`src/sysm_map.vh`:
```
// Register map, field positions, reset cause codes, keys and timing counts of the status monitor.
// Assumes a 100 MHz core clock and a 32-bit word-wide register port.
`ifndef SYSM_MAP_VH
`define SYSM_MAP_VH

// Register index: offsets are word indices, byte address is four times the index
`define SYSM_IDX_STATUS      12'h0ca
`define SYSM_IDX_CHECKSUM    12'h109
`define SYSM_IDX_STATUS_CLR  12'h19d
`define SYSM_IDX_SOFT_RESET  12'h1bf
`define SYSM_IDX_CFG_BASE    12'h1c0
`define SYSM_IDX_IRQ_STATUS  12'h1e0
`define SYSM_IDX_IRQ_MASK    12'h1e1
`define SYSM_CFG_WORDS       5'd23

// Status fields
`define SYSM_BIT_POLARITY    11
`define SYSM_BIT_PHASE_LAT   9
`define SYSM_BIT_RAM_FAIL    8
`define SYSM_BIT_SUPPLY_LIVE 7
`define SYSM_BIT_SUPPLY_LAT  6
`define SYSM_CAUSE_HI        5
`define SYSM_CAUSE_LO        3
`define SYSM_BIT_CHK_FAIL    2
`define SYSM_BIT_PHASE_LIVE  1
`define SYSM_BIT_REF_LEAK    0

// Reset cause codes
`define SYSM_CAUSE_POWER     3'h0
`define SYSM_CAUSE_RX        3'h3
`define SYSM_CAUSE_SOFT      3'h4

// Keys and sums
`define SYSM_SOFT_RESET_KEY  32'h4572beaf
`define SYSM_CHECK_GOOD      32'hffffffff

// Interrupt status bits
`define SYSM_IRQ_PHASE       0
`define SYSM_IRQ_SUPPLY      1
`define SYSM_IRQ_CHECK       2
`define SYSM_IRQ_RAM         3
`define SYSM_IRQ_WIDTH       4

// Timing: figures in microseconds, counts in 100 MHz cycles
`define SYSM_CLK_MHZ         100
`define SYSM_SELFTEST_US     1250
`define SYSM_CHECK_US        5000
`define SYSM_SELFTEST_CYC    (`SYSM_SELFTEST_US * `SYSM_CLK_MHZ)
`define SYSM_CHECK_CYC       (`SYSM_CHECK_US * `SYSM_CLK_MHZ)

`endif

```
`src/sysm_ram.v`:
```
// Small single-port memory used for the configuration words and the self-test.
// Assumes one clock; read data are registered.
`timescale 1ns/1ps
`default_nettype none

module sysm_ram #(
    parameter AW = 5,
    parameter DW = 32
) (
    input  wire          core_clk,   // Clock
    input  wire          wrEn,       // Write enable
    input  wire [AW-1:0] addr,       // Word address
    input  wire [DW-1:0] wrData,     // Write data
    output reg  [DW-1:0] rdData      // Registered read data
);
    reg [DW-1:0] mem [0:(1<<AW)-1];

    always @(posedge core_clk) begin
        if (wrEn) begin
            mem[addr] <= wrData;
        end
        rdData <= mem[addr];
    end
endmodule // sysm_ram

`default_nettype wire

```
`src/sysm_status_monitor.v`:
```
// System status monitor: status word, clear, software reset, checksum and RAM self-test.
// Assumes analog indications arrive asynchronously; port signals are synchronous.
`timescale 1ns/1ps
`default_nettype none
`include "sysm_map.vh"

module sysm_status_monitor #(
    parameter SELFTEST_CYC = `SYSM_SELFTEST_CYC,
    parameter CHECK_CYC    = `SYSM_CHECK_CYC
) (
    input  wire        core_clk,      // 100 MHz clock
    input  wire        rst_b,         // Synchronous reset, active low
    input  wire        rxReset,       // Receive-line reset request pulse
    input  wire [11:0] regAddr,       // Register index
    input  wire [31:0] regWrData,     // Write data
    input  wire        regWr,         // Write strobe
    input  wire        regRd,         // Read strobe
    output reg  [31:0] regRdData,     // Read data, cycle after strobe
    input  wire        voltSignNeg,   // Voltage sign, 1 negative
    input  wire        phaseDone,     // Phase measurement finished
    input  wire        supplyLowAsync,// Supply comparator, asynchronous
    input  wire        refLeakAsync,  // Capacitor leak, asynchronous
    input  wire        ramFaultInj,   // Forces self-test data corruption
    output reg         softResetOut,  // One-cycle system reset pulse
    output reg         irq            // Level interrupt
);
    // ==========================================================
    // Synchronisers
    reg [1:0] supplySync_q;
    reg [1:0] leakSync_q;
    always @(posedge core_clk) begin
        supplySync_q <= {supplySync_q[0], supplyLowAsync};
        leakSync_q   <= {leakSync_q[0], refLeakAsync};
    end
    wire supplyLow = supplySync_q[1];
    wire refLeak   = leakSync_q[1];

    // ==========================================================
    // Global reset: pin, receive line or soft key
    reg        softReq_q;
    reg        rxReq_q;
    wire       globalRst = !rst_b || softReq_q || rxReq_q;
    reg  [2:0] resetCause_q;

    function decode;
        input [11:0] a;
        input [11:0] idx;
        begin
            decode = (a == idx);
        end
    endfunction

    wire wrSoft = regWr && decode(regAddr, `SYSM_IDX_SOFT_RESET);
    wire wrClr  = regWr && decode(regAddr, `SYSM_IDX_STATUS_CLR);
    wire wrCksm = regWr && decode(regAddr, `SYSM_IDX_CHECKSUM);
    wire wrMask = regWr && decode(regAddr, `SYSM_IDX_IRQ_MASK);
    wire wrCfg  = regWr && (regAddr >= `SYSM_IDX_CFG_BASE)
                  && (regAddr < `SYSM_IDX_CFG_BASE + {7'h0, `SYSM_CFG_WORDS});

    always @(posedge core_clk) begin
        if (!rst_b) begin
            softReq_q    <= 1'b0;
            rxReq_q      <= 1'b0;
            resetCause_q <= `SYSM_CAUSE_POWER;
            softResetOut <= 1'b0;
        end else begin
            softReq_q    <= wrSoft && (regWrData == `SYSM_SOFT_RESET_KEY);
            rxReq_q      <= rxReset;
            softResetOut <= wrSoft && (regWrData == `SYSM_SOFT_RESET_KEY);
            if (softReq_q) begin
                resetCause_q <= `SYSM_CAUSE_SOFT;
            end else if (rxReq_q) begin
                resetCause_q <= `SYSM_CAUSE_RX;
            end
        end
    end

    // ==========================================================
    // RAM self-test and configuration store
    localparam ST_WRITE = 4'b0001;
    localparam ST_READ  = 4'b0010;
    localparam ST_WAIT  = 4'b0100;
    localparam ST_DONE  = 4'b1000;
    reg  [3:0]  state_q;
    reg  [4:0]  ptr_q;
    reg         rdPend_q;
    reg  [4:0]  chkPtr_q;
    reg  [23:0] testCnt_q;
    reg         ramFail_q;
    wire [31:0] ramRd;

    function [31:0] pattern;
        input [4:0] a;
        begin
            pattern = {27'h5a5a5a5, a} ^ {a, 27'h2a5a5a5};
        end
    endfunction

    wire        testing = (state_q != ST_DONE);
    wire        cfgWrite = wrCfg || wrCksm;
    wire [4:0]  cfgIdx  = wrCksm ? `SYSM_CFG_WORDS : regAddr[4:0];
    reg  [4:0]  ramAddr;
    reg         ramWe;
    reg  [31:0] ramWd;
    always @* begin
        ramAddr = chkPtr_q;
        ramWe   = 1'b0;
        ramWd   = regWrData;
        if (testing) begin
            ramAddr = ptr_q;
            ramWe   = (state_q == ST_WRITE);
            ramWd   = pattern(ptr_q) ^ {31'h0, ramFaultInj};
        end else if (cfgWrite) begin
            ramAddr = cfgIdx;
            ramWe   = 1'b1;
        end
    end

    sysm_ram #(.AW(5), .DW(32)) uRam (
        .core_clk (core_clk),
        .wrEn     (ramWe),
        .addr     (ramAddr),
        .wrData   (ramWd),
        .rdData   (ramRd)
    );

    always @(posedge core_clk) begin
        if (globalRst) begin
            state_q   <= ST_WRITE;
            ptr_q     <= 5'd0;
            rdPend_q  <= 1'b0;
            testCnt_q <= 24'h0;
            ramFail_q <= 1'b0;
        end else begin
            rdPend_q <= (state_q == ST_READ);
            if (testing) begin
                testCnt_q <= testCnt_q + 24'h1;
            end
            case (state_q)
                ST_WRITE: begin
                    ptr_q <= ptr_q + 5'd1;
                    if (ptr_q == 5'd31) begin
                        state_q <= ST_READ;
                    end
                end
                ST_READ: begin
                    ptr_q <= ptr_q + 5'd1;
                    if (rdPend_q && ramRd != pattern(ptr_q - 5'd1)) begin
                        ramFail_q <= 1'b1;
                    end
                    if (ptr_q == 5'd31) begin
                        state_q <= ST_WAIT;
                    end
                end
                ST_WAIT: begin
                    if (rdPend_q && ramRd != pattern(5'd31)) begin
                        ramFail_q <= 1'b1;
                    end
                    if (testCnt_q >= SELFTEST_CYC[23:0] - 24'd1) begin
                        state_q <= ST_DONE;
                    end
                end
                ST_DONE: begin
                    state_q <= ST_DONE;
                end
                default: begin
                    state_q <= ST_WRITE;
                end
            endcase
        end
    end

    // ==========================================================
    // Periodic checksum over 23 config words plus checksum word
    reg  [31:0] sum_q;
    reg  [31:0] periodCnt_q;
    reg         summing_q;
    reg         sumPend_q;
    reg         chkFail_q;
    reg         chkDone_q;
    always @(posedge core_clk) begin
        if (globalRst) begin
            sum_q       <= 32'h0;
            periodCnt_q <= 32'h0;
            summing_q   <= 1'b0;
            sumPend_q   <= 1'b0;
            chkPtr_q    <= 5'd0;
            chkFail_q   <= 1'b0;
            chkDone_q   <= 1'b0;
        end else begin
            chkDone_q <= 1'b0;
            if (!testing) begin
                periodCnt_q <= (periodCnt_q >= CHECK_CYC - 1) ? 32'h0
                               : periodCnt_q + 32'h1;
            end
            if (!testing && periodCnt_q == 32'h0 && !summing_q) begin
                summing_q <= 1'b1;
                chkPtr_q  <= 5'd0;
                sum_q     <= 32'h0;
                sumPend_q <= 1'b0;
            end else if (summing_q && !cfgWrite) begin
                sumPend_q <= 1'b1;
                if (sumPend_q) begin
                    sum_q <= sum_q + ramRd;
                end
                if (chkPtr_q == `SYSM_CFG_WORDS + 5'd1) begin
                    summing_q <= 1'b0;
                    chkFail_q <= (sum_q + ramRd) != `SYSM_CHECK_GOOD;
                    chkDone_q <= 1'b1;
                end else begin
                    chkPtr_q <= chkPtr_q + 5'd1;
                end
            end else if (summing_q) begin
                sumPend_q <= 1'b0;
                chkPtr_q  <= chkPtr_q - {4'h0, sumPend_q};
            end
        end
    end

    // ==========================================================
    // Latched flags, clear register and interrupts
    reg        phaseLat_q;
    reg        supplyLat_q;
    reg        phasePrev_q;
    reg        supplyPrev_q;
    reg        ramFailPrev_q;
    reg  [3:0] irqStat_q;
    reg  [3:0] irqMask_q;
    wire       phaseRise  = phaseDone && !phasePrev_q;
    wire       supplyRise = supplyLow && !supplyPrev_q;
    wire       rdIrq      = regRd && decode(regAddr, `SYSM_IDX_IRQ_STATUS);
    wire [3:0] irqEvt     = {ramFail_q && !ramFailPrev_q, chkDone_q && chkFail_q,
                             supplyRise, phaseRise};
    always @(posedge core_clk) begin
        if (globalRst) begin
            phaseLat_q    <= 1'b0;
            supplyLat_q   <= 1'b0;
            phasePrev_q   <= 1'b0;
            supplyPrev_q  <= 1'b0;
            ramFailPrev_q <= 1'b0;
            irqStat_q     <= 4'h0;
            irqMask_q     <= 4'h0;
            irq           <= 1'b0;
        end else begin
            phasePrev_q   <= phaseDone;
            supplyPrev_q  <= supplyLow;
            ramFailPrev_q <= ramFail_q;
            if (phaseDone) begin
                phaseLat_q <= 1'b1;
            end else if (wrClr && regWrData[`SYSM_BIT_PHASE_LAT]) begin
                phaseLat_q <= 1'b0;
            end
            if (supplyLow) begin
                supplyLat_q <= 1'b1;
            end else if (wrClr && regWrData[`SYSM_BIT_SUPPLY_LAT]) begin
                supplyLat_q <= 1'b0;
            end
            irqStat_q <= (rdIrq ? 4'h0 : irqStat_q) | irqEvt;
            if (wrMask) begin
                irqMask_q <= regWrData[3:0];
            end
            irq <= |(((rdIrq ? 4'h0 : irqStat_q) | irqEvt)
                     & (wrMask ? regWrData[3:0] : irqMask_q));
        end
    end

    // ==========================================================
    // Status word and read port
    reg [31:0] status;
    always @* begin
        status = 32'h0;
        status[`SYSM_BIT_POLARITY]    = voltSignNeg;
        status[`SYSM_BIT_PHASE_LAT]   = phaseLat_q;
        status[`SYSM_BIT_RAM_FAIL]    = ramFail_q;
        status[`SYSM_BIT_SUPPLY_LIVE] = supplyLow;
        status[`SYSM_BIT_SUPPLY_LAT]  = supplyLat_q;
        status[`SYSM_CAUSE_HI:`SYSM_CAUSE_LO] = resetCause_q;
        status[`SYSM_BIT_CHK_FAIL]    = chkFail_q;
        status[`SYSM_BIT_PHASE_LIVE]  = phaseDone;
        status[`SYSM_BIT_REF_LEAK]    = refLeak;
    end

    always @(posedge core_clk) begin
        if (!rst_b) begin
            regRdData <= 32'h0;
        end else if (regRd) begin
            if (decode(regAddr, `SYSM_IDX_STATUS)) begin
                regRdData <= status;
            end else if (decode(regAddr, `SYSM_IDX_IRQ_STATUS)) begin
                regRdData <= {28'h0, irqStat_q};
            end else if (decode(regAddr, `SYSM_IDX_IRQ_MASK)) begin
                regRdData <= {28'h0, irqMask_q};
            end else begin
                regRdData <= 32'h0;
            end
        end else begin
            regRdData <= 32'h0;
        end
    end
endmodule // sysm_status_monitor

`default_nettype wire

```
`config.mk`:
```
export PLATFORM = sky130hd
export DESIGN_NAME = sysm_status_monitor
export DESIGN_NICKNAME = d
export VERILOG_FILES = /design/src/sysm_ram.v /design/src/sysm_status_monitor.v
export VERILOG_INCLUDE_DIRS = /design/src
export SDC_FILE = /design/constraint.sdc
export NUM_CORES = 1
export LEC_CHECK = 0
export BUFFER_PORTS_ARGS = -buffer_cell sky130_fd_sc_hd__buf_2
export CORE_MARGIN = 3
export CORE_UTILIZATION = 43
export DETAILED_ROUTE_END_ITERATION = 10
export GPL_ROUTABILITY_DRIVEN = 0
export GPL_TIMING_DRIVEN = 0
export HOLD_SLACK_MARGIN = 0.06
export PLACE_DENSITY = 0.6
export SYNTH_ARGS = -nofsm -noshare
export SYNTH_HDL_FRONTEND = slang
export SYNTH_SLANG_ARGS = --single-unit
```
`constraint.sdc`:
```
create_clock -name core_clk -period 4.3 [get_ports core_clk]
set_clock_uncertainty 0.15 [all_clocks]
set_input_delay 0.215 -clock core_clk [delete_from_list [all_inputs] [get_ports core_clk]]
set_output_delay 0.215 -clock core_clk [all_outputs]
set_load 0.05 [all_outputs]
```
==> results.md <==
* Row cnt at about 120
* Critical path type: input pin to flip-flop
* Reg-to-Reg Start: state_q[1]$_SDFFE_PP0P_
* Commonest cells in the synthesized netlist: edfxtp_1, nand2_1, a21oi_1, mux2i_1, nor2_1
* Crit path launch: regAddr[5]
* Clk_lat worst skew at 0.72 ns
* Worst Max-Slew Pin Slew at ~1.3 ns
* Initial antenna violation count at 12
* TritonCTS buffer count at around 120
* Vias at roughly 32000
* Top cell type's share of synthesized area at between 60% and 70%
* CTS tree: yes
* Max Cap Viol at 0
* Core area at approximately 110000 µm²
* CP Capture Type: flip-flop
* Area leader, netlist: edfxtp_1
* Layout cell share with drive strength beyond 1 at 13.8%
* Kind of cell adding the most delay to the critical path: simple AND/OR/NAND/NOR gates
* Slowest stage cell, crit path: nor4_2
* ANT nets after route at 0
* Met3 routed WL at around 18000 µm
* First drt pass iteration count at 6
* Synth area leaders: edfxtp_1, dfxtp_1, mux2i_1
* Syn. warnings at 0
* Setup violators final at 0
* Port bufs at 66
* GR Util All Layers at 27.4%
* P&R area growth vs syn at 18.3%
* Tcrit/Tclk final at roughly 99%
* Routed vias/inst at between 5 and 6
* Worst setup SP type: input pin
* Final WL at 161000 µm
* Final Hold Vio Count at 0
* Total grt overflow at 0
* CTS clock-pin slew for the worst setup and hold paths at about 0.06 ns
* Die footprint at around 120000 µm²
* Metal2 WL at 73000 µm
* Hpwl dp at approximately 110000 µm
* Lkg Pwr at around 20 nW
* Syn Std Cell Area at approximately 48000 µm²
* Cells along the critical path: dlygate4sd3_1, buf_2, or3_1, nor4_1, a21o_1, nor2_1, a21oi_2, nor2_1, nand2_2, buf_2, o22ai_1, nor4_2, nand3_1
* # fillers at slightly above 9000
* CTS sink cnt at approximately 1200
* Worst path bufs/invs at 3
* Die span in x at about 340 µm
* EDFF count, synth at 1024
* Worst VDD drop at 0.000382 V
* Multi-input gate area at 13600 µm²
* Synth cell types at 66
* Syn Area/Cell at 13.3 µm²
* M1 wire length at approximately 62000 µm
* Hold crit path type: input pin to flip-flop
* Sequential share of the synthesized area at 71.6%
* Reg area at 34200 µm²
* Async set or reset register ratio after synthesis at 0%
* IO Pins at approximately 90
* CTS H-tree lvls at 3
* RSZ-0062 raised after global routing: no
* Predominant post-synthesis flop cell: edfxtp_1
* Worst slew margin at between 10% and 20%
* Non-filler cells, final at between 5000 and 6000
* Final net count at approximately 4000
* Maximum clock rate at 0.234 GHz
* Top-count cell post-synth: edfxtp_1
* Starting Density at ~44%
* Status: finished, final reports clean
* First-pass GRT wire length at around 230000 µm
* CP peak stage delay at 0.60 ns
* Critical Path RT at 4.70 ns
* Tmin final at ~4.3 ns
* DR WL/cell at 29.3 µm
* Max clock buf depth at 3
* Max layer used: met5
* Die H at ~340 µm
* CP Data Arrival Time at 4.67 ns
* Vias in the first global route at between 30000 and 40000
* Drt drc at 0
* Maximum fanout along the worst path at 10
* Yosys reg bits at 1197
* Pin count of the biggest net entering global routing at 33
* Core Util, Final at around 52%
* Placed cell count at 5203
* Pwr dens at between 400 and 500 nW/µm²
* Max Slew Vio Count at 0
* CTS root buffer: clkbuf_16
* Critical hold path startpoint: regAddr[2]
* Cells after Synth at 3594
* First DRT Iteration DRCs at about 4200
[flip-flops by register name, indices dropped and copies added, names as in the netlist, 5 cells and up]
name	count
chkPtr_q	5
periodCnt_q	32
ptr_q	5
regRdData	11
sum_q	32
testCnt_q	24
uRam.mem	1024
uRam.rdData	32
[power breakdown]
part / internal, W / switching, W / leakage, nW
sequential: 0.0126 / 0.0000901 / 11.0
combinational: 0.000479 / 0.00114 / 7.85
clock: 0.00539 / 0.00440 / 1.73
total: 0.0185 / 0.00563 / 20.6
[kinds of logic (layout without fill, tap and decap cells)]
kind of cell / Yosys count / in the layout / share of synthesized area, %
DFF: 1197 / 1197 / 71.6
and+or+nand+nor: 1206 / 1206 / 11.3
muxes: 264 / 264 / 5.53
AOI/OAI and AO/OA: 592 / 592 / 7.13
other: 1 / 25 / 0.00785
buffers and inverters: 215 / 618 / 1.97
xor gates and xnor gates: 78 / 78 / 1.43
adders and majority gates: 41 / 41 / 1.09
[cells in the final DEF, fill, tap and decap left out, types with 31 or more instances in the layout]
master / n
nor2_1: 143
xor2_1: 53
nor4_1: 65
a21oi_1: 318
nand2_1: 673
o22ai_1: 131
dfxtp_1: 173
edfxtp_1: 1024
dlygate4sd3_1: 36
buf_4: 85
nand3_1: 48
mux2i_1: 264
buf_12: 48
ha_1: 40
nand4_1: 31
buf_2: 81
nor2_4: 32
clkbuf_1: 109
o21ai_0: 39
and3_1: 36
clkbuf_16: 117
[layout make-up]
class	count	share of cell area [%]
antenna	4	0.0177
buffer	190	1.84
clock buffer	158	5.52
clock inverter	52	0.837
inverter	21	0.139
multi-input combinational	2202	24.0
sequential	1197	60.5
tap	1476	3.27
timing repair buffer	197	3.83
[routing by layer]
metal	GRT usage (%)	vias up
met3	7.45	418
li1	-	14000
met2	43.0	1898
met4	11.9	10
met5	0	-
met1	35.8	16100
[final timing paths]
kind	slack, ns	cells after the start	endpoint
max	0.03	13	uRam.rdData[31]$_DFF_P_
min	0.1	6	regRdData[3]$_SDFF_PN0_
max reg2reg	0.07	11	uRam.rdData[27]$_DFF_P_
min reg2reg	0.18	0	supplySync_q[1]$_DFF_P_
[worst reg2reg max path, stage by stage, from the launching register on]
cell and delay, ns:
dfxtp_1 0.46, nor4b_4 0.43, clkbuf_4 0.30, nand2_1 0.17
o221a_2 0.29, buf_2 0.21, clkbuf_1 0.36, clkbuf_1 0.40
nand2_1 0.20, a21oi_1 0.10, nor4_1 0.62, nand3_1 0.33
[repair_timing]
item	CTS	global route
resized for setup	193	42
setup buffers	48	0
hold buffers	36	0
pin swaps	30	5
setup endpoints to repair	1968	515
endpoints found under the hold margin	109	0
[through the flow]
stage | setup WS, ns | area (µm²) | power (W) | setup TNS (ns) | hold WS (ns)
global route | 0.000800 | 56500 | 0.0247 | 0 | 0.103
global placement | -5.46 | 50100 | 0.0144 | -5176.09 | 0.161
detailed placement | -2.19 | 51200 | 0.0144 | -2675.66 | 0.165
floorplan | -0.288 | 47900 | 0.0137 | -180.16 | 0.0927
CTS | 0.00801 | 56400 | 0.0241 | 0 | 0.0660
finish | 0.0283 | 56500 | 0.0241 | 0 | 0.0995
(Power assumes the default switching activity.)
